--- src/mlcc_pkg.sv ---
/*
 * Constants of the modem line block: register indices, byte addresses,
 * field positions and reset values.
 * Assumes a 32-bit Avalon-MM slave with byte addresses and one word per register.
 */
package mlcc_pkg;
   // ==========================================================
   // Register indices and byte addresses
   // ==========================================================
   localparam logic [7:0] IDX_ASSERT_EN = 8'h10;
   localparam logic [7:0] IDX_DEASSERT_EN = 8'h11;
   localparam logic [7:0] IDX_CHANGE = 8'h12;
   localparam logic [7:0] IDX_VALUES = 8'h28;
   localparam logic [7:0] IDX_RTS_ONLY = 8'h29;
   localparam logic [7:0] IDX_DTR_ONLY = 8'h2A;
   localparam logic [7:0] ADDR_ASSERT_EN = 8'(IDX_ASSERT_EN * 4);
   localparam logic [7:0] ADDR_DEASSERT_EN = 8'(IDX_DEASSERT_EN * 4);
   localparam logic [7:0] ADDR_CHANGE = 8'(IDX_CHANGE * 4);
   localparam logic [7:0] ADDR_VALUES = 8'(IDX_VALUES * 4);
   localparam logic [7:0] ADDR_RTS_ONLY = 8'(IDX_RTS_ONLY * 4);
   localparam logic [7:0] ADDR_DTR_ONLY = 8'(IDX_DTR_ONLY * 4);
   // ==========================================================
   // Field positions
   // ==========================================================
   localparam int BIT_DSR = 7;
   localparam int BIT_CD = 6;
   localparam int BIT_CTS = 5;
   localparam int BIT_DTR = 1;
   localparam int BIT_RTS = 0;
   localparam int IN_LSB = BIT_CTS;
   localparam int IN_MSB = BIT_DSR;
   // ==========================================================
   // Reset values
   // ==========================================================
   localparam logic [2:0] RST_ENABLES = 3'h0;
   localparam logic [2:0] RST_CHANGE = 3'h0;
   localparam logic [2:0] RST_PIN_SYNC = 3'h7;
   localparam logic RST_PIN_OUT = 1'h1;
   localparam logic RST_WAIT = 1'h1;
   localparam logic [31:0] RST_RDATA = 32'h0;
endpackage

--- src/mlcc_sync.sv ---
/*
 * Two-stage synchroniser for the three modem input pins.
 * Assumes the pins are asynchronous to clk_in and idle high.
 */
`timescale 1ns/10ps
module mlcc_sync (
   input wire logic clk_in,
   input wire logic rstn_in,
   input wire logic [2:0] pins_n_in,
   output logic [2:0] pins_n_out
);
   logic [2:0] stage1_ff;
   logic [2:0] stage2_ff;

   // The first stage is read by the second stage only.
   always_ff @(posedge clk_in or negedge rstn_in) begin
      if (!rstn_in) begin
         stage1_ff <= mlcc_pkg::RST_PIN_SYNC;
         stage2_ff <= mlcc_pkg::RST_PIN_SYNC;
      end else begin
         stage1_ff <= pins_n_in;
         stage2_ff <= stage1_ff;
      end
   end

   assign pins_n_out = stage2_ff;
endmodule // mlcc_sync

--- src/mlcc_edge.sv ---
/*
 * Transition detector for the three modem value bits.
 * Assumes value_in is already synchronous to clk_in; bit 2 is DSR, 1 CD, 0 CTS.
 */
`timescale 1ns/10ps
module mlcc_edge (
   input wire logic clk_in,
   input wire logic rstn_in,
   input wire logic [2:0] value_in,
   input wire logic [2:0] rise_en_in,
   input wire logic [2:0] fall_en_in,
   output logic [2:0] change_out
);
   logic [2:0] prev_ff;
   wire logic [2:0] rose_w = value_in & ~prev_ff;
   wire logic [2:0] fell_w = ~value_in & prev_ff;

   always_ff @(posedge clk_in or negedge rstn_in) begin
      if (!rstn_in) begin
         prev_ff <= ~mlcc_pkg::RST_PIN_SYNC;
      end else begin
         prev_ff <= value_in;
      end
   end

   assign change_out = (rose_w & rise_en_in) | (fell_w & fall_en_in);

   a_dsr_fall_flag: assert property (@(posedge clk_in) disable iff (!rstn_in)
      $fell(value_in[2]) && fall_en_in[2] |-> change_out[2])
      else $error("DSR deassert not flagged");
   a_cd_fall_flag: assert property (@(posedge clk_in) disable iff (!rstn_in)
      $fell(value_in[1]) && fall_en_in[1] |-> change_out[1])
      else $error("CD deassert not flagged");
   a_cts_fall_flag: assert property (@(posedge clk_in) disable iff (!rstn_in)
      $fell(value_in[0]) && fall_en_in[0] |-> change_out[0])
      else $error("CTS deassert not flagged");
   a_assert_flags: assert property (@(posedge clk_in) disable iff (!rstn_in)
      ((value_in & ~$past(value_in) & rise_en_in) & ~change_out) == 3'h0)
      else $error("Assert transition not flagged");
   a_change_cause: assert property (@(posedge clk_in) disable iff (!rstn_in)
      (change_out != 3'h0) |-> ((change_out & (value_in ^ $past(value_in))) == change_out))
      else $error("Change flagged without transition");
endmodule // mlcc_edge

--- src/mlcc_modem_line.sv ---
/*
 * Modem line block of one channel: synchronised DSR, CD and CTS inputs with
 * programmable transition detection, the DTR and RTS outputs, and the
 * register file behind an Avalon-MM slave with waitrequest.
 * Assumes a master that holds each request until waitrequest is sampled low.
 */
`timescale 1ns/10ps
// Notes on behaviour
// With its deassert enable set, a DSR pin rising sets the DSR change flag.
// With its deassert enable set, a CD pin rising sets the CD change flag.
// With its deassert enable set, a CTS pin rising sets the CTS change flag.
// Value register reads give DSR, CD, CTS levels in bits 7, 6, 5.
// Value register writes load RTS from bit 0 and DTR from bit 1.
// Value bits are inverse of pins: one drives low, low reads one.
// Value bits 1:0 read back DTR and RTS; bits 4:2 read zero.
// A value register write always rewrites both DTR and RTS; here a write with byteenable bit 0 clear changes neither.
// The RTS-only register changes RTS from bit 0 and nothing else.
// The DTR-only register changes DTR from bit 1 and nothing else.
// Assert enables flag falling DSR, CD and CTS pins likewise.
// Each enabled transition sets its bit 7, 6 or 5 in the change register.
// Inputs are synchronised and compared with the previous clock's sample.
// Software writes zero to unused bits of option and single-output registers.
module mlcc_modem_line (
   input wire logic clk_in,
   input wire logic rstn_in,
   input wire logic [7:0] address_in,
   input wire logic read_in,
   input wire logic write_in,
   input wire logic [31:0] writedata_in,
   input wire logic [3:0] byteenable_in,
   output logic [31:0] readdata_out,
   output logic waitrequest_out,
   input wire logic dsr_n_in,
   input wire logic cd_n_in,
   input wire logic cts_n_in,
   output logic dtr_n_out,
   output logic rts_n_out
);
   // ==========================================================
   // Functions
   // ==========================================================
   // Address match for one register word.
   function automatic logic hit(input logic [7:0] addr, input logic [7:0] target);
      return addr == target;
   endfunction

   // Places the three input-side bits into their byte positions.
   function automatic logic [7:0] in_byte(input logic [2:0] bits);
      logic [7:0] b;
      b = 8'h00;
      b[mlcc_pkg::IN_MSB:mlcc_pkg::IN_LSB] = bits;
      return b;
   endfunction

   // ==========================================================
   // Registers
   // ==========================================================
   logic waitrequest_ff;
   logic nxt_waitrequest;
   logic [31:0] readdata_ff;
   logic [31:0] nxt_readdata;
   logic [2:0] assert_en_ff;
   logic [2:0] nxt_assert_en;
   logic [2:0] deassert_en_ff;
   logic [2:0] nxt_deassert_en;
   logic [2:0] change_ff;
   logic [2:0] nxt_change;
   logic dtr_n_ff;
   logic nxt_dtr_n;
   logic rts_n_ff;
   logic nxt_rts_n;

   // ==========================================================
   // Modem inputs
   // ==========================================================
   logic [2:0] pins_sync_n;
   logic [2:0] change_pulse;

   mlcc_sync u_sync (
      .clk_in(clk_in),
      .rstn_in(rstn_in),
      .pins_n_in({dsr_n_in, cd_n_in, cts_n_in}),
      .pins_n_out(pins_sync_n)
   );

   // Value bits carry the inverse of the pin levels.
   wire logic [2:0] line_values = ~pins_sync_n;

   mlcc_edge u_edge (
      .clk_in(clk_in),
      .rstn_in(rstn_in),
      .value_in(line_values),
      .rise_en_in(assert_en_ff),
      .fall_en_in(deassert_en_ff),
      .change_out(change_pulse)
   );

   // ==========================================================
   // Bus decode
   // ==========================================================
   wire logic req = read_in | write_in;
   wire logic take = req & ~waitrequest_ff;
   wire logic lane0 = byteenable_in[0];
   wire logic wr_take = write_in & take & lane0;
   wire logic rd_first = read_in & waitrequest_ff;
   wire logic sel_assert = hit(address_in, mlcc_pkg::ADDR_ASSERT_EN);
   wire logic sel_deassert = hit(address_in, mlcc_pkg::ADDR_DEASSERT_EN);
   wire logic sel_change = hit(address_in, mlcc_pkg::ADDR_CHANGE);
   wire logic sel_values = hit(address_in, mlcc_pkg::ADDR_VALUES);
   wire logic sel_rts = hit(address_in, mlcc_pkg::ADDR_RTS_ONLY);
   wire logic sel_dtr = hit(address_in, mlcc_pkg::ADDR_DTR_ONLY);
   wire logic [7:0] wbyte = writedata_in[7:0];
   wire logic [2:0] wbits = wbyte[mlcc_pkg::IN_MSB:mlcc_pkg::IN_LSB];

   // Value register image: inputs high, driven outputs low, bits 4:2 zero.
   wire logic [7:0] values_image = in_byte(line_values)
      | {6'h00, ~dtr_n_ff, ~rts_n_ff};

   // Single-output registers and unmapped words read as zero.
   wire logic [7:0] read_byte =
      sel_assert ? in_byte(assert_en_ff) :
      sel_deassert ? in_byte(deassert_en_ff) :
      sel_change ? in_byte(change_ff) :
      sel_values ? values_image :
      8'h00;

   // ==========================================================
   // Next-state logic
   // ==========================================================
   // One wait cycle, then the answer cycle in which the access is taken.
   always_comb begin
      nxt_waitrequest = mlcc_pkg::RST_WAIT;
      if (req && waitrequest_ff) begin
         nxt_waitrequest = 1'h0;
      end
   end

   always_comb begin
      nxt_readdata = readdata_ff;
      if (rd_first) begin
         nxt_readdata = {24'h000000, read_byte};
      end
   end

   always_comb begin
      nxt_assert_en = assert_en_ff;
      nxt_deassert_en = deassert_en_ff;
      if (wr_take && sel_assert) begin
         nxt_assert_en = wbits;
      end
      if (wr_take && sel_deassert) begin
         nxt_deassert_en = wbits;
      end
   end

   // Writing ones clears change bits; a new transition in the same cycle wins.
   always_comb begin
      nxt_change = change_ff;
      if (wr_take && sel_change) begin
         nxt_change = change_ff & ~wbits;
      end
      nxt_change = nxt_change | change_pulse;
   end

   always_comb begin
      nxt_dtr_n = dtr_n_ff;
      nxt_rts_n = rts_n_ff;
      if (wr_take && sel_values) begin
         nxt_dtr_n = ~wbyte[mlcc_pkg::BIT_DTR];
         nxt_rts_n = ~wbyte[mlcc_pkg::BIT_RTS];
      end
      if (wr_take && sel_rts) begin
         nxt_rts_n = ~wbyte[mlcc_pkg::BIT_RTS];
      end
      if (wr_take && sel_dtr) begin
         nxt_dtr_n = ~wbyte[mlcc_pkg::BIT_DTR];
      end
   end

   // ==========================================================
   // Flip-flops
   // ==========================================================
   always_ff @(posedge clk_in or negedge rstn_in) begin
      if (!rstn_in) begin
         waitrequest_ff <= mlcc_pkg::RST_WAIT;
         readdata_ff <= mlcc_pkg::RST_RDATA;
      end else begin
         waitrequest_ff <= nxt_waitrequest;
         readdata_ff <= nxt_readdata;
      end
   end

   always_ff @(posedge clk_in or negedge rstn_in) begin
      if (!rstn_in) begin
         assert_en_ff <= mlcc_pkg::RST_ENABLES;
         deassert_en_ff <= mlcc_pkg::RST_ENABLES;
         change_ff <= mlcc_pkg::RST_CHANGE;
      end else begin
         assert_en_ff <= nxt_assert_en;
         deassert_en_ff <= nxt_deassert_en;
         change_ff <= nxt_change;
      end
   end

   always_ff @(posedge clk_in or negedge rstn_in) begin
      if (!rstn_in) begin
         dtr_n_ff <= mlcc_pkg::RST_PIN_OUT;
         rts_n_ff <= mlcc_pkg::RST_PIN_OUT;
      end else begin
         dtr_n_ff <= nxt_dtr_n;
         rts_n_ff <= nxt_rts_n;
      end
   end

   // ==========================================================
   // Outputs
   // ==========================================================
   assign readdata_out = readdata_ff;
   assign waitrequest_out = waitrequest_ff;
   assign dtr_n_out = dtr_n_ff;
   assign rts_n_out = rts_n_ff;

   // ==========================================================
   // Checks
   // ==========================================================
   wire logic chk_rd_values = rd_first & sel_values;
   wire logic chk_wr_values = wr_take & sel_values;
   wire logic chk_wr_rts = wr_take & sel_rts;
   wire logic chk_wr_dtr = wr_take & sel_dtr;

   a_input_readback: assert property (@(posedge clk_in) disable iff (!rstn_in)
      chk_rd_values |=> readdata_out[7:5] == ~$past(pins_sync_n))
      else $error("Value read does not show input levels");

   a_value_write: assert property (@(posedge clk_in) disable iff (!rstn_in)
      chk_wr_values |=> rts_n_out == ~$past(writedata_in[0]) && dtr_n_out == ~$past(writedata_in[1]))
      else $error("Value write did not load outputs");

   a_one_drives_low: assert property (@(posedge clk_in) disable iff (!rstn_in)
      chk_wr_values && writedata_in[0] |=> !rts_n_out [*2])
      else $error("Writing one did not drive RTS low");

   a_output_readback: assert property (@(posedge clk_in) disable iff (!rstn_in)
      chk_rd_values |=> readdata_out[4:0] == {3'h0, ~$past(dtr_n_out), ~$past(rts_n_out)})
      else $error("Value read does not show driven outputs");

   a_both_rewritten: assert property (@(posedge clk_in) disable iff (!rstn_in)
      chk_wr_values && writedata_in[1] == dtr_n_out |=> $changed(dtr_n_out))
      else $error("Value write left DTR unchanged");

   a_rts_only_write: assert property (@(posedge clk_in) disable iff (!rstn_in)
      chk_wr_rts |=> rts_n_out == ~$past(writedata_in[0]) && $stable(dtr_n_out))
      else $error("RTS-only write misbehaved");

   a_dtr_only_write: assert property (@(posedge clk_in) disable iff (!rstn_in)
      chk_wr_dtr |=> dtr_n_out == ~$past(writedata_in[1]) && $stable(rts_n_out))
      else $error("DTR-only write misbehaved");

   a_change_sticky: assert property (@(posedge clk_in) disable iff (!rstn_in)
      change_pulse != 3'h0 |=> (change_ff & $past(change_pulse)) == $past(change_pulse))
      else $error("Transition did not set change bit");

   a_wait_one_cycle: assert property (@(posedge clk_in) disable iff (!rstn_in)
      req && waitrequest_ff |=> !waitrequest_ff ##1 waitrequest_ff)
      else $error("Answer latency is not one cycle");

   a_idle_wait: assert property (@(posedge clk_in) disable iff (!rstn_in)
      !req && waitrequest_ff |=> waitrequest_ff)
      else $error("Waitrequest dropped without a request");

   a_read_stands: assert property (@(posedge clk_in) disable iff (!rstn_in)
      !rd_first |=> $stable(readdata_out))
      else $error("Read data changed without a read");

   // ==========================================================
   // Register checks
   // ==========================================================
   wire logic chk_wr_change = wr_take & sel_change;
   wire logic chk_wr_dropped = write_in & take & ~lane0;
   wire logic chk_rd_zero = rd_first & ~(sel_assert | sel_deassert | sel_change | sel_values);
   wire logic chk_wr_enables = wr_take & (sel_assert | sel_deassert);

   a_unmapped_zero: assert property (@(posedge clk_in) disable iff (!rstn_in)
      chk_rd_zero |=> readdata_out == 32'h00000000)
      else $error("Write-only or unmapped word did not read zero");

   a_deassert_en_load: assert property (@(posedge clk_in) disable iff (!rstn_in)
      wr_take && sel_deassert |=> deassert_en_ff == $past(wbits))
      else $error("Deassert enables not loaded");

   a_assert_en_load: assert property (@(posedge clk_in) disable iff (!rstn_in)
      wr_take && sel_assert |=> assert_en_ff == $past(wbits))
      else $error("Assert enables not loaded");

   a_enables_hold: assert property (@(posedge clk_in) disable iff (!rstn_in)
      !chk_wr_enables |=> $stable(assert_en_ff) && $stable(deassert_en_ff))
      else $error("Enables changed without a write");

   a_deassert_readback: assert property (@(posedge clk_in) disable iff (!rstn_in)
      rd_first && sel_deassert |=> readdata_out[7:5] == $past(deassert_en_ff))
      else $error("Deassert enables read back wrong");

   a_assert_readback: assert property (@(posedge clk_in) disable iff (!rstn_in)
      rd_first && sel_assert |=> readdata_out[7:5] == $past(assert_en_ff))
      else $error("Assert enables read back wrong");

   a_change_clear: assert property (@(posedge clk_in) disable iff (!rstn_in)
      chk_wr_change && change_pulse == 3'h0 |=> (change_ff & $past(wbits)) == 3'h0)
      else $error("Change bits not cleared by write");

   a_change_hold: assert property (@(posedge clk_in) disable iff (!rstn_in)
      !chk_wr_change |=> (change_ff & $past(change_ff)) == $past(change_ff))
      else $error("Change bit lost without a clear");

   a_change_no_spurious: assert property (@(posedge clk_in) disable iff (!rstn_in)
      (change_ff & ~$past(change_ff) & ~$past(change_pulse)) == 3'h0)
      else $error("Change bit set without a transition");

   a_change_readback: assert property (@(posedge clk_in) disable iff (!rstn_in)
      rd_first && sel_change |=> readdata_out[7:5] == $past(change_ff))
      else $error("Change bits read back wrong");

   a_disabled_no_flag: assert property (@(posedge clk_in) disable iff (!rstn_in)
      (change_pulse & ~(assert_en_ff | deassert_en_ff)) == 3'h0)
      else $error("Transition flagged with its enables clear");

   // ==========================================================
   // Output checks
   // ==========================================================
   wire logic chk_wr_outputs = wr_take & (sel_values | sel_rts | sel_dtr);

   a_pins_hold: assert property (@(posedge clk_in) disable iff (!rstn_in)
      !chk_wr_outputs |=> $stable(dtr_n_out) && $stable(rts_n_out))
      else $error("Modem output changed without a write");

   a_lane_gate: assert property (@(posedge clk_in) disable iff (!rstn_in)
      chk_wr_dropped |=> $stable(dtr_n_out) && $stable(rts_n_out)
         && $stable(assert_en_ff) && $stable(deassert_en_ff))
      else $error("Write without lane zero took effect");

   a_dtr_one_low: assert property (@(posedge clk_in) disable iff (!rstn_in)
      chk_wr_values && writedata_in[1] |=> !dtr_n_out)
      else $error("Writing one did not drive DTR low");

   a_zero_drives_high: assert property (@(posedge clk_in) disable iff (!rstn_in)
      chk_wr_values && !writedata_in[1] |=> dtr_n_out)
      else $error("Writing zero did not drive DTR high");
endmodule // mlcc_modem_line

--- config.mk ---
export PLATFORM = sky130hd
export DESIGN_NAME = mlcc_modem_line
export DESIGN_NICKNAME = d
export VERILOG_FILES = /design/src/mlcc_pkg.sv /design/src/mlcc_sync.sv /design/src/mlcc_edge.sv /design/src/mlcc_modem_line.sv
export SDC_FILE = /design/constraint.sdc
export NUM_CORES = 1
export LEC_CHECK = 0
export ABC_AREA = 1
export CAP_MARGIN = 5
export CORE_MARGIN = 1
export CORE_UTILIZATION = 40
export DETAILED_ROUTE_END_ITERATION = 8
export DONT_BUFFER_PORTS = 1
export HOLD_SLACK_MARGIN = 0.06
export PLACE_DENSITY_LB_ADDON = 0.08
export SETUP_SLACK_MARGIN = 0.5
export SYNTH_ARGS = -nofsm -noshare
export SYNTH_HDL_FRONTEND = slang
export SYNTH_SLANG_ARGS = --single-unit
--- constraint.sdc ---
create_clock -name clk_in -period 2 [get_ports clk_in]
set_clock_uncertainty 0.15 [all_clocks]
set_input_delay 0.3 -clock clk_in [delete_from_list [all_inputs] [get_ports clk_in]]
set_output_delay 0.3 -clock clk_in [all_outputs]
set_load 0.01 [all_outputs]
[Word level (Yosys, flattened, before mapping)]
Cells that the tools add are included.
Operators by class
  eq/ne operators: 6
  mux-type cells: 10
  bitwise gates (word level): 22
  reduce and logical (&&, ||, !) cells: 9
Operators with widths (count)
  $mux W8: 4
  $eq A8 B7 Y1 const B: 3
  $eq A8 B8 Y1 const B: 3
  $and A3 B3 Y3: 5
  $not A3 Y3: 4
  $or A8 B2 Y8: 1
  $logic_and A1 B1 Y1: 7
  $or A3 B3 Y3: 2
  $mux W1: 5
  $not A1 Y1: 5
  $and A1 B1 Y1: 4
  $reduce_bool A2 Y1: 2
  $mux W3: 1
  $or A1 B1 Y1: 1
Word-level totals
  register bits: 29
  input port bits: 51
  logic and storage cells: 57

[Depth between registers and ports, before layout]
Gate-level depths: netlist of the first run.
  depth in word-level cells: 7
  mapped depth: 8
  mapped depth without buffers: 8

[By module]
From an unflattened synthesis of the first run, not the netlist that was laid out.
Second synthesis, totals
  cells, all modules: 170
  area total of the unflattened synthesis: 1432.6 um^2
By module, submodules not included
  mlcc_modem_line: times used 1, cells an instance 146, area an instance 1136.1 um^2, seq. area each 429.2 um^2
  mlcc_sync: times used 1, cells an instance 6, area an instance 157.7 um^2, seq. area each 157.7 um^2
  mlcc_edge: times used 1, cells an instance 18, area an instance 138.9 um^2, seq. area each 75.1 um^2

[Worst setup path after synthesis of the first run]
OpenSTA, ideal clock, no wires.
  path type: register to register
  from: register waitrequest_ff, in the netlist waitrequest_out
  to: register readdata_ff[0], in the netlist readdata_out[0]
  arrival: 1.001 ns
  data required time: 1.729 ns
  path slack: 0.728 ns
  stages on the path, launching flop included: 3
  path buffers: 0
  period minus slack after synthesis: 1.272 ns
  cells stage by stage: dfstp_2 nand2_1 a22o_1
On the way
  word-level cells in the longest chain between the ends: 1
RTL lines
  from (decl): RTL line mlcc_modem_line.sv:58  | logic waitrequest_ff;
  from (signal assigned): RTL line mlcc_modem_line.sv:185  | waitrequest_ff <= mlcc_pkg::RST_WAIT;
  from (signal assigned): RTL line mlcc_modem_line.sv:188  | waitrequest_ff <= nxt_waitrequest;
  $and A1 B1 Y1: RTL line mlcc_modem_line.sv:105  | wire logic rd_first = read_in & waitrequest_ff;
  to (signal assigned): RTL line mlcc_modem_line.sv:186  | readdata_ff <= mlcc_pkg::RST_RDATA;
  to (signal assigned): RTL line mlcc_modem_line.sv:189  | readdata_ff <= nxt_readdata;
  to (decl): RTL line mlcc_modem_line.sv:60  | logic [31:0] readdata_ff;
No other way between the ends.
A chain may end at the register's enable or synchronous reset.

[Worst setup path in the final report of the first run]
  from: register waitrequest_ff, in the netlist waitrequest_out
  to: output port waitrequest_out
RTL lines
  to (decl): RTL line mlcc_modem_line.sv:32  | output logic waitrequest_out,
No word-level cell between the ends.

==> impl_results.md, run 1 <==
- Outcome: finished, final reports clean
- Crit path capture type: output pin
- Layout cell share with drive strength beyond 1: 20.5%
- Setup TNS: 0 ps
- Largest net degree at the start of global routing: 27
- Unrepaired setup endpoints after global routing: false
- Synthesized cell area: 0.00141 mm2
- CP required: about 1600 ps
- Dpl cells: 204
- CTS clk-pin slew, worst paths: 130 ps
- Max-slew violation count: 0
- CP arrival: 950 ps
- GP Congestion: 0.789
- Cell Area, Placed: 0.00136 mm2
- Tcrit/Tclk final: 69.9%
- Tmin final: 1400 ps
- Total Routing Usage GR: between 10% and 20%
- Syn Inst Count: ~160
- P&R area growth vs syn: 11.2%
- Worst hold path depth: 4
- Ys Warns: 0
- Clk buf depth: 2
- Grt ovf: 0
- Mean Syn Cell Area: 8.84 um2
- Final Hold Viols: 0
- Fin nets: 228
- Critical path class: reg -> out
- Worst Hold Class: in -> reg
- Die height: 61.3 um
- Fillers: 358
- Core Rows: 21
- Drt total wl: 2430 um
- Worst VDD drop: between 0.3 and 0.4 mV
- Num CTS Buffers: 3
- Drt pass-1 iters: 4
- Worst skew pair latency: 320 ps
- Finished Layout Cells: between 200 and 250
- Initial antenna violation count: 0
- Total Die Area: between 0.003 and 0.004 mm2
- Startpoint types: register
- I/O Pins: 86
- Final instance area: 0.00156 mm2
- Die width: 61.3 um
- Utilization after layout: 46.5%
- WHS: 94.6 ps
- Total power draw: 1.03 mW
- Max cap viols: 0
- First-pass GRT wire length: between 4000 and 5000 um
- Vias in the first global route: 909
- DP HPWL: 1820 um
- R2R Path End: readdata_out[1]
- WL/cell: ~11 um
- Yosys reg bits: 26
- Antenna Violating Nets Remaining: 0
- Root Driver: clkbuf_4
- Clk sinks: 26
- Final WS setup: 601 ps
- Start of the worst register-to-register path: waitrequest_out
- Max Freq: 0.715 GHz
- # diodes: 0
- Flop-to-flop setup slack: 710 ps
- Crit path max fanout: 4
- Htree depth: 1
- Setup Viol. Count Final: 0
- Hold wc startpoint: address_in[2]
- CTS tree: built
- Core area: around 0.0034 mm2
- Starting Density: 41.8%
- Sequential fraction of the synthesis area: between 40% and 50%
- DR DRC count: 0
- Drt via density: around 4.5
- Via count: between 1000 and 1500
- Leakage Power: 0.735 nW
- Post-Place Setup Slack: slightly above 600 ps
- Power Dens Cells: 661 mW/mm2
- IO Port Bufs: 0
- Worst-case hold path end point: dtr_n_out
- R2R depth: 2
- Detailed router's first-iteration violation count: 36
- Post-synthesis cell type count: 22
-- layer usage --
metal / global-route usage [%] / up-vias / share of wire (%)
li1: - / 489 / -
met3: 4.83 / 2 / 8.1
met2: 26.7 / 48 / 47
met5: 0 / - / 0
met1: 18.8 / 462 / 44
met4: 3.90 / 0 / 0.58
-- placed cells by master (no fill, tap or decap), types with 2 or more instances in the layout --
cell type,instances
clkbuf_4,3
o21ai_1,10
nand2_2,5
nor2_4,3
nand3_2,2
conb_1,27
o211ai_1,3
nor2_2,4
dfrtp_1,17
a22o_1,2
nand2_1,25
inv_2,6
inv_1,14
nor2_1,6
nand3_1,15
a21oi_1,3
nor3_1,2
dfstp_2,9
o21ai_0,2
dlygate4sd3_1,13
-- final cells by class --
cell class	count	area [um2]	share of cell area, %
flip-flops and latches	26	662	42.3
multi-input cells	112	567	36.2
repair buffers	14	150	9.60
inverters	20	75.1	4.80
well taps	46	57.6	3.68
clock inverters	1	30.0	1.92
clock buffers	3	22.5	1.44
-- where the power goes --
group          internal (mW)  leakage [nW]  switching [mW]
logic                 0.0372         0.398          0.0737
clock network          0.203        0.0279           0.155
registers              0.551         0.309          0.0154
-- kinds of logic (layout without fill, tap and decap cells) --
group,Yosys count,in the layout,share of synthesized area (%)
AOI/OAI and AO/OA,21,21,8.63
buffers and inverters,47,38,19.8
DFF,26,26,47.1
other,1,27,0.267
and+or+nand+nor,64,64,24.3
-- registers in the layout (all words and copies together) (netlist names) --
name and cells:
assert_en_ff 3, change_ff 3, deassert_en_ff 3, dtr_n_out 1
readdata_out 5, rts_n_out 1, u_edge.prev_ff 3, u_sync.pins_n_out 3
u_sync.stage1_ff 3, waitrequest_out 1
-- synthesized netlist by cell type, drive strengths merged --
library cell	n	area, um2
a22o	2	17.5
nand2	30	123
nand4	1	12.5
a21oi	3	15.0
dfstp	9	236
nand3	17	95.1
nor2	14	101
dfrtp	17	425
o21ai	12	60.1
inv	20	75.1
a31oi	1	6.26
conb	1	3.75
buf	27	203
nor3	2	10.0
o211ai	3	22.5
-- how the worst max path moves through the flow --
| stage | start | slack (ps) | end | depth (start not counted) |
|---|---|---|---|---|
| 2_1_floorplan | waitrequest_out | 730 | readdata_out[0] | 2 |
| 3_3_place_gp | waitrequest_out | 610 | readdata_out[1] | 2 |
| 3_5_place_dp | waitrequest_out | 620 | readdata_out[1] | 2 |
| 4_1_cts | waitrequest_out | 590 | waitrequest_out | 0 |
| 5_1_grt | waitrequest_out | 560 | waitrequest_out | 0 |
| 6_report | waitrequest_out | 600 | waitrequest_out | 0 |
-- what timing repair did --
| action | in CTS | in global routing |
|---|---|---|
| hold buffers | 14 | 0 |
| endpoints found under the setup margin | 0 | 3 |
| resized for setup | 0 | 1 |
| endpoints found under the hold margin | 41 | 0 |
| buffers inserted | 0 | 0 |
Note: power is estimated with default switching activity, not from simulation.
==> run 2: changes to the inputs <==
Settings changed: ABC_AREA 1 to 0.
Clock period 2 ns to 1.19 ns, I/O delays scaled along.
==> run 2 against run 1 <==
The flow now finishes with violations (negative hold slack, negative setup slack). Routed wire length grew 16%. Power rose by 60%. Core utilization is 2.3 points higher. Sequential share of layout area down 2.0 points. Synthesized cell count shrank 21%.
==> impl_results.md, run 2 <==
- Combinational power share: 13.2% (was 10.7%)
- Met2 wire length: 1280 um (was 1150 um)
- CTS clk-pin slew, worst paths: 150 ps (was 130 ps)
- Detailed router's first-iteration violation count: 7 (was 36)
- Crit path from: waitrequest_out (unchanged)
- Power Dens Cells: 1010 mW/mm2 (was 661 mW/mm2)
- Total power draw: 1.65 mW (was 1.03 mW)
- Worst skew pair latency: 320 ps (about the same)
- Fin nets: 197 (was 228)
- Htree depth: 1 (unchanged)
- WHS: -629 ps (was 94.6 ps)
- Simple-Gate Fraction of Synth Area: 17.1% (was 24.3%)
- Most common library cell in the layout ignoring fill and taps: conb_1 (unchanged)
- Layout cell share with drive strength beyond 1: 33.8% (was 20.5%)
- Unrepaired setup endpoints after global routing: true (was false)
- Max cap viols: 0 (unchanged)
- Final WS setup: -406 ps (was 601 ps)
- Tmin final: 1600 ps
- Largest family of logic cells by synthesized area: buffers and inverters (was simple AND/OR/NAND/NOR gates)
- Setup Viol. Count Final: 19 (was 0)
- CP required: 1270 ps (was 1550 ps)
- Antenna Violating Nets Remaining: 0 (unchanged)
- Vias in the first global route: 927 (was 909)
- Sequential fraction of the synthesis area: 46.5% (was 47.1%)
- Hold buffer count at cts: 3 (was 14)
- Most frequent cell after synthesis: buf_4 (unchanged)
- Clk pwr share: 27.3% (was 34.5%)
- Tcrit/Tclk final: 134%
- Ys flop type: dfrtp_1 (unchanged)
- Clk sinks: 26 (unchanged)
- Initial antenna violation count: 0 (unchanged)
- Root Driver: clkbuf_4 (unchanged)
- List of most frequent post-synthesis cells: 27 x buf_4, 17 x dfrtp_1, 9 x dfstp_2 (was 27 x buf_4, 26 x nand2_1, 17 x dfrtp_1)
- Reg area: 662 um2 (unchanged)
- Clk buf depth: 2 (unchanged)
- Met1 Routed Length: 1340 um (was 1070 um)
- Drt pass-1 iters: 4 (unchanged)
- Synth top area share: 29.9% (was 30.2%)
- Setup TNS: -5310 ps (was 0 ps)
- Starting Density: 42.3% (was 41.8%)
- Utilization after layout: 48.8% (was 46.5%)
- DP HPWL: 2030 um (was 1820 um)
- Worst VDD drop: 0.532 mV (was 0.387 mV)
- Core Rows: 21 (unchanged)
- Worst Hold Class: in -> async (was in -> reg)
- Mean Syn Cell Area: 11.4 um2 (was 8.84 um2)
- Start of the worst register-to-register path: waitrequest_out (unchanged)
- Outcome: finished, violations left (was finished, final reports clean)
- Uppermost layer routed: met4 (unchanged)
- Startpoint types: register (unchanged)
- First-pass GRT wire length: 4470 um (was 4170 um)
- Num CTS Buffers: 3 (unchanged)
- Ys Warns: 0 (unchanged)
- Crit path max fanout: 4 (unchanged)
- Synthesized cell area: 0.00142 mm2 (was 0.00141 mm2)
- Drt via density: 5.03 (was 4.51)
- Most frequent cells in the layout: 27 x conb_1, 17 x dfrtp_1, 16 x buf_4, 9 x dfstp_2 (was 27 x conb_1, 25 x nand2_1, 17 x dfrtp_1, 15 x nand3_1, 14 x inv_1)
- IO Port Bufs: 0 (unchanged)
- Yosys reg bits: 26 (unchanged)
- Post-Synth Adder-Cell Area: 0% (unchanged)
- Syn Inst Count: 125 (was 159)
- Largest net degree at the start of global routing: 27 (unchanged)
- Fillers: 316 (was 358)
- P_int: 1.23 mW (was 0.791 mW)
- Mux cell area share after synthesis: 7.74% (was 0%)
- Grt ovf: 0 (unchanged)
- Multi-input combinational cell area: 687 um2 (was 567 um2)
- Psw: 0.422 mW (was 0.244 mW)
- Final Hold Viols: 40 (was 0)
- Critical path class: reg -> reg (was reg -> out)
- Seq pwr share: 59.5% (was 54.7%)
- Max-slew violation count: 0 (unchanged)
- CP arrival: 1680 ps (was 950 ps)
- Synth area leader: dfrtp_1 (unchanged)
- P&R area growth vs syn: 15.4% (was 11.2%)
- Synth Area in Compound Gates: 10.7% (was 8.63%)
- Max FFs per register: 5 (unchanged)
- Switching portion of total power: 25.6% (was 23.5%)
- Failing checks: negative hold slack, negative setup slack
- Top cells by area, synth: dfrtp_1 30%, dfstp_2 17%, buf_4 14% (unchanged)
- Core area: 0.00336 mm2 (unchanged)
- Drt total wl: 2820 um (was 2430 um)
- Post-synthesis cell type count: 34 (was 22)
- DR DRC count: 0 (unchanged)
- I/O Pins: 86 (unchanged)
- # diodes: 0 (unchanged)
- Leakage Power: 0.765 nW (was 0.735 nW)
- Die height: 61.6 um (was 61.3 um)
- Wire length on met3: 156 um (was 197 um)
- Finished Layout Cells: 191 (was 222)
- Via count: 961 (was 1001)
- Fraction of registers with async set/reset: 100% (unchanged)
- Total Routing Usage GR: 16.7% (was 15.5%)
- CTS tree: built (unchanged)
- GP Congestion: 0.841 (was 0.789)
- WL/cell: 14.8 um (was 10.9 um)
- Dpl cells: 180 (was 204)
- Die width: 61.6 um (was 61.3 um)
- EDFF count, synth: 0 (unchanged)
- Total Die Area: 0.00380 mm2 (was 0.00376 mm2)
- Crit path capture type: register (was output pin)
- Max Freq: about 0.63 GHz
- Xor/xnor share of the synthesized area: 0% (unchanged)
==> run 2: cell count changes after synthesis, moves of 4 or more <==
cell      delta
nor2_2       -4
nand2_1     -22
nor2_1       -6
nand3_1     -13
o21ai_1     -10
inv_1        -7
nand2b_1     +4
nand3b_1     +6
nand2_2      -4
mux2_4       +6
inv_2        -6
==> run 2: path summary, 6_finish.rpt <==
| check | end | slack (ps) | cells past startpoint |
|---|---|---|---|
| setup / recovery | deassert_en_ff[2] | -410 | 3 |
| hold / removal | assert_en_ff[2] | -630 | 0 |
| setup reg to reg | deassert_en_ff[2] | -410 | 3 |
| hold reg to reg | u_sync.pins_n_out[1] | 220 | 0 |
| max in group asynchronous | u_sync.pins_n_out[0] | 1330 | 0 |
| min in group clk_in | waitrequest_out | -270 | 1 |
==> run 2: timing repair <==
action / 4_1_cts / 5_1_grt
gates resized for setup: 4 / 5
pin swaps: 4 / 5
setup endpoints to repair: 31 / 31
endpoints found under the hold margin: 46 / 43
buffers inserted: 0 / 4
==> run 2: critical path: stages, from the launching register on <==
cell and delay, ps:
dfstp_2 400, nand3b_4 170, or4_4 470, mux2_4 310
==> run 2: metrics by stage <==
| stage | setup slack, ps | cell area [um2] |
|---|---|---|
| 6_report | -406 | 1640 |
| 4_1_cts | -413 | 1580 |
| 2_1_floorplan | -618 | 1560 |
| 5_1_grt | -430 | 1640 |
| 3_5_place_dp | -576 | 1490 |
| 3_3_place_gp | -567 | 1490 |
==> run 2: layout make-up <==
cell class                      instances  area share, %
Multi-Input combinational cell         87           41.8
Clock buffer                            4           2.21
Timing Repair Buffer                   21           10.5
Tap cell                               46           3.51
Inverter                                7           1.60
Sequential cell                        26           40.3
==> run 2: metal layers <==
metal	global-route usage, %	up-vias
met1	22.4	474
met5	0	-
met4	5.71	0
li1	-	434
met3	3.36	6
met2	27.0	47
==> run 2: cell families after synthesis <==
group	Yosys count
buffers and inverters	38
and+or+nand+nor	34
DFF	26
AOI/OAI and AO/OA	18
muxes	8
other	1
==> run 2: power groups by stage <==
stage	registers, mW	clock network (mW)	logic [mW]
floorplan	0.994	0	0.205
global placement	0.998	0	0.184
detailed placement	0.999	0	0.185
CTS	0.983	0.471	0.198
global route	0.989	0.508	0.243
finish	0.982	0.451	0.218
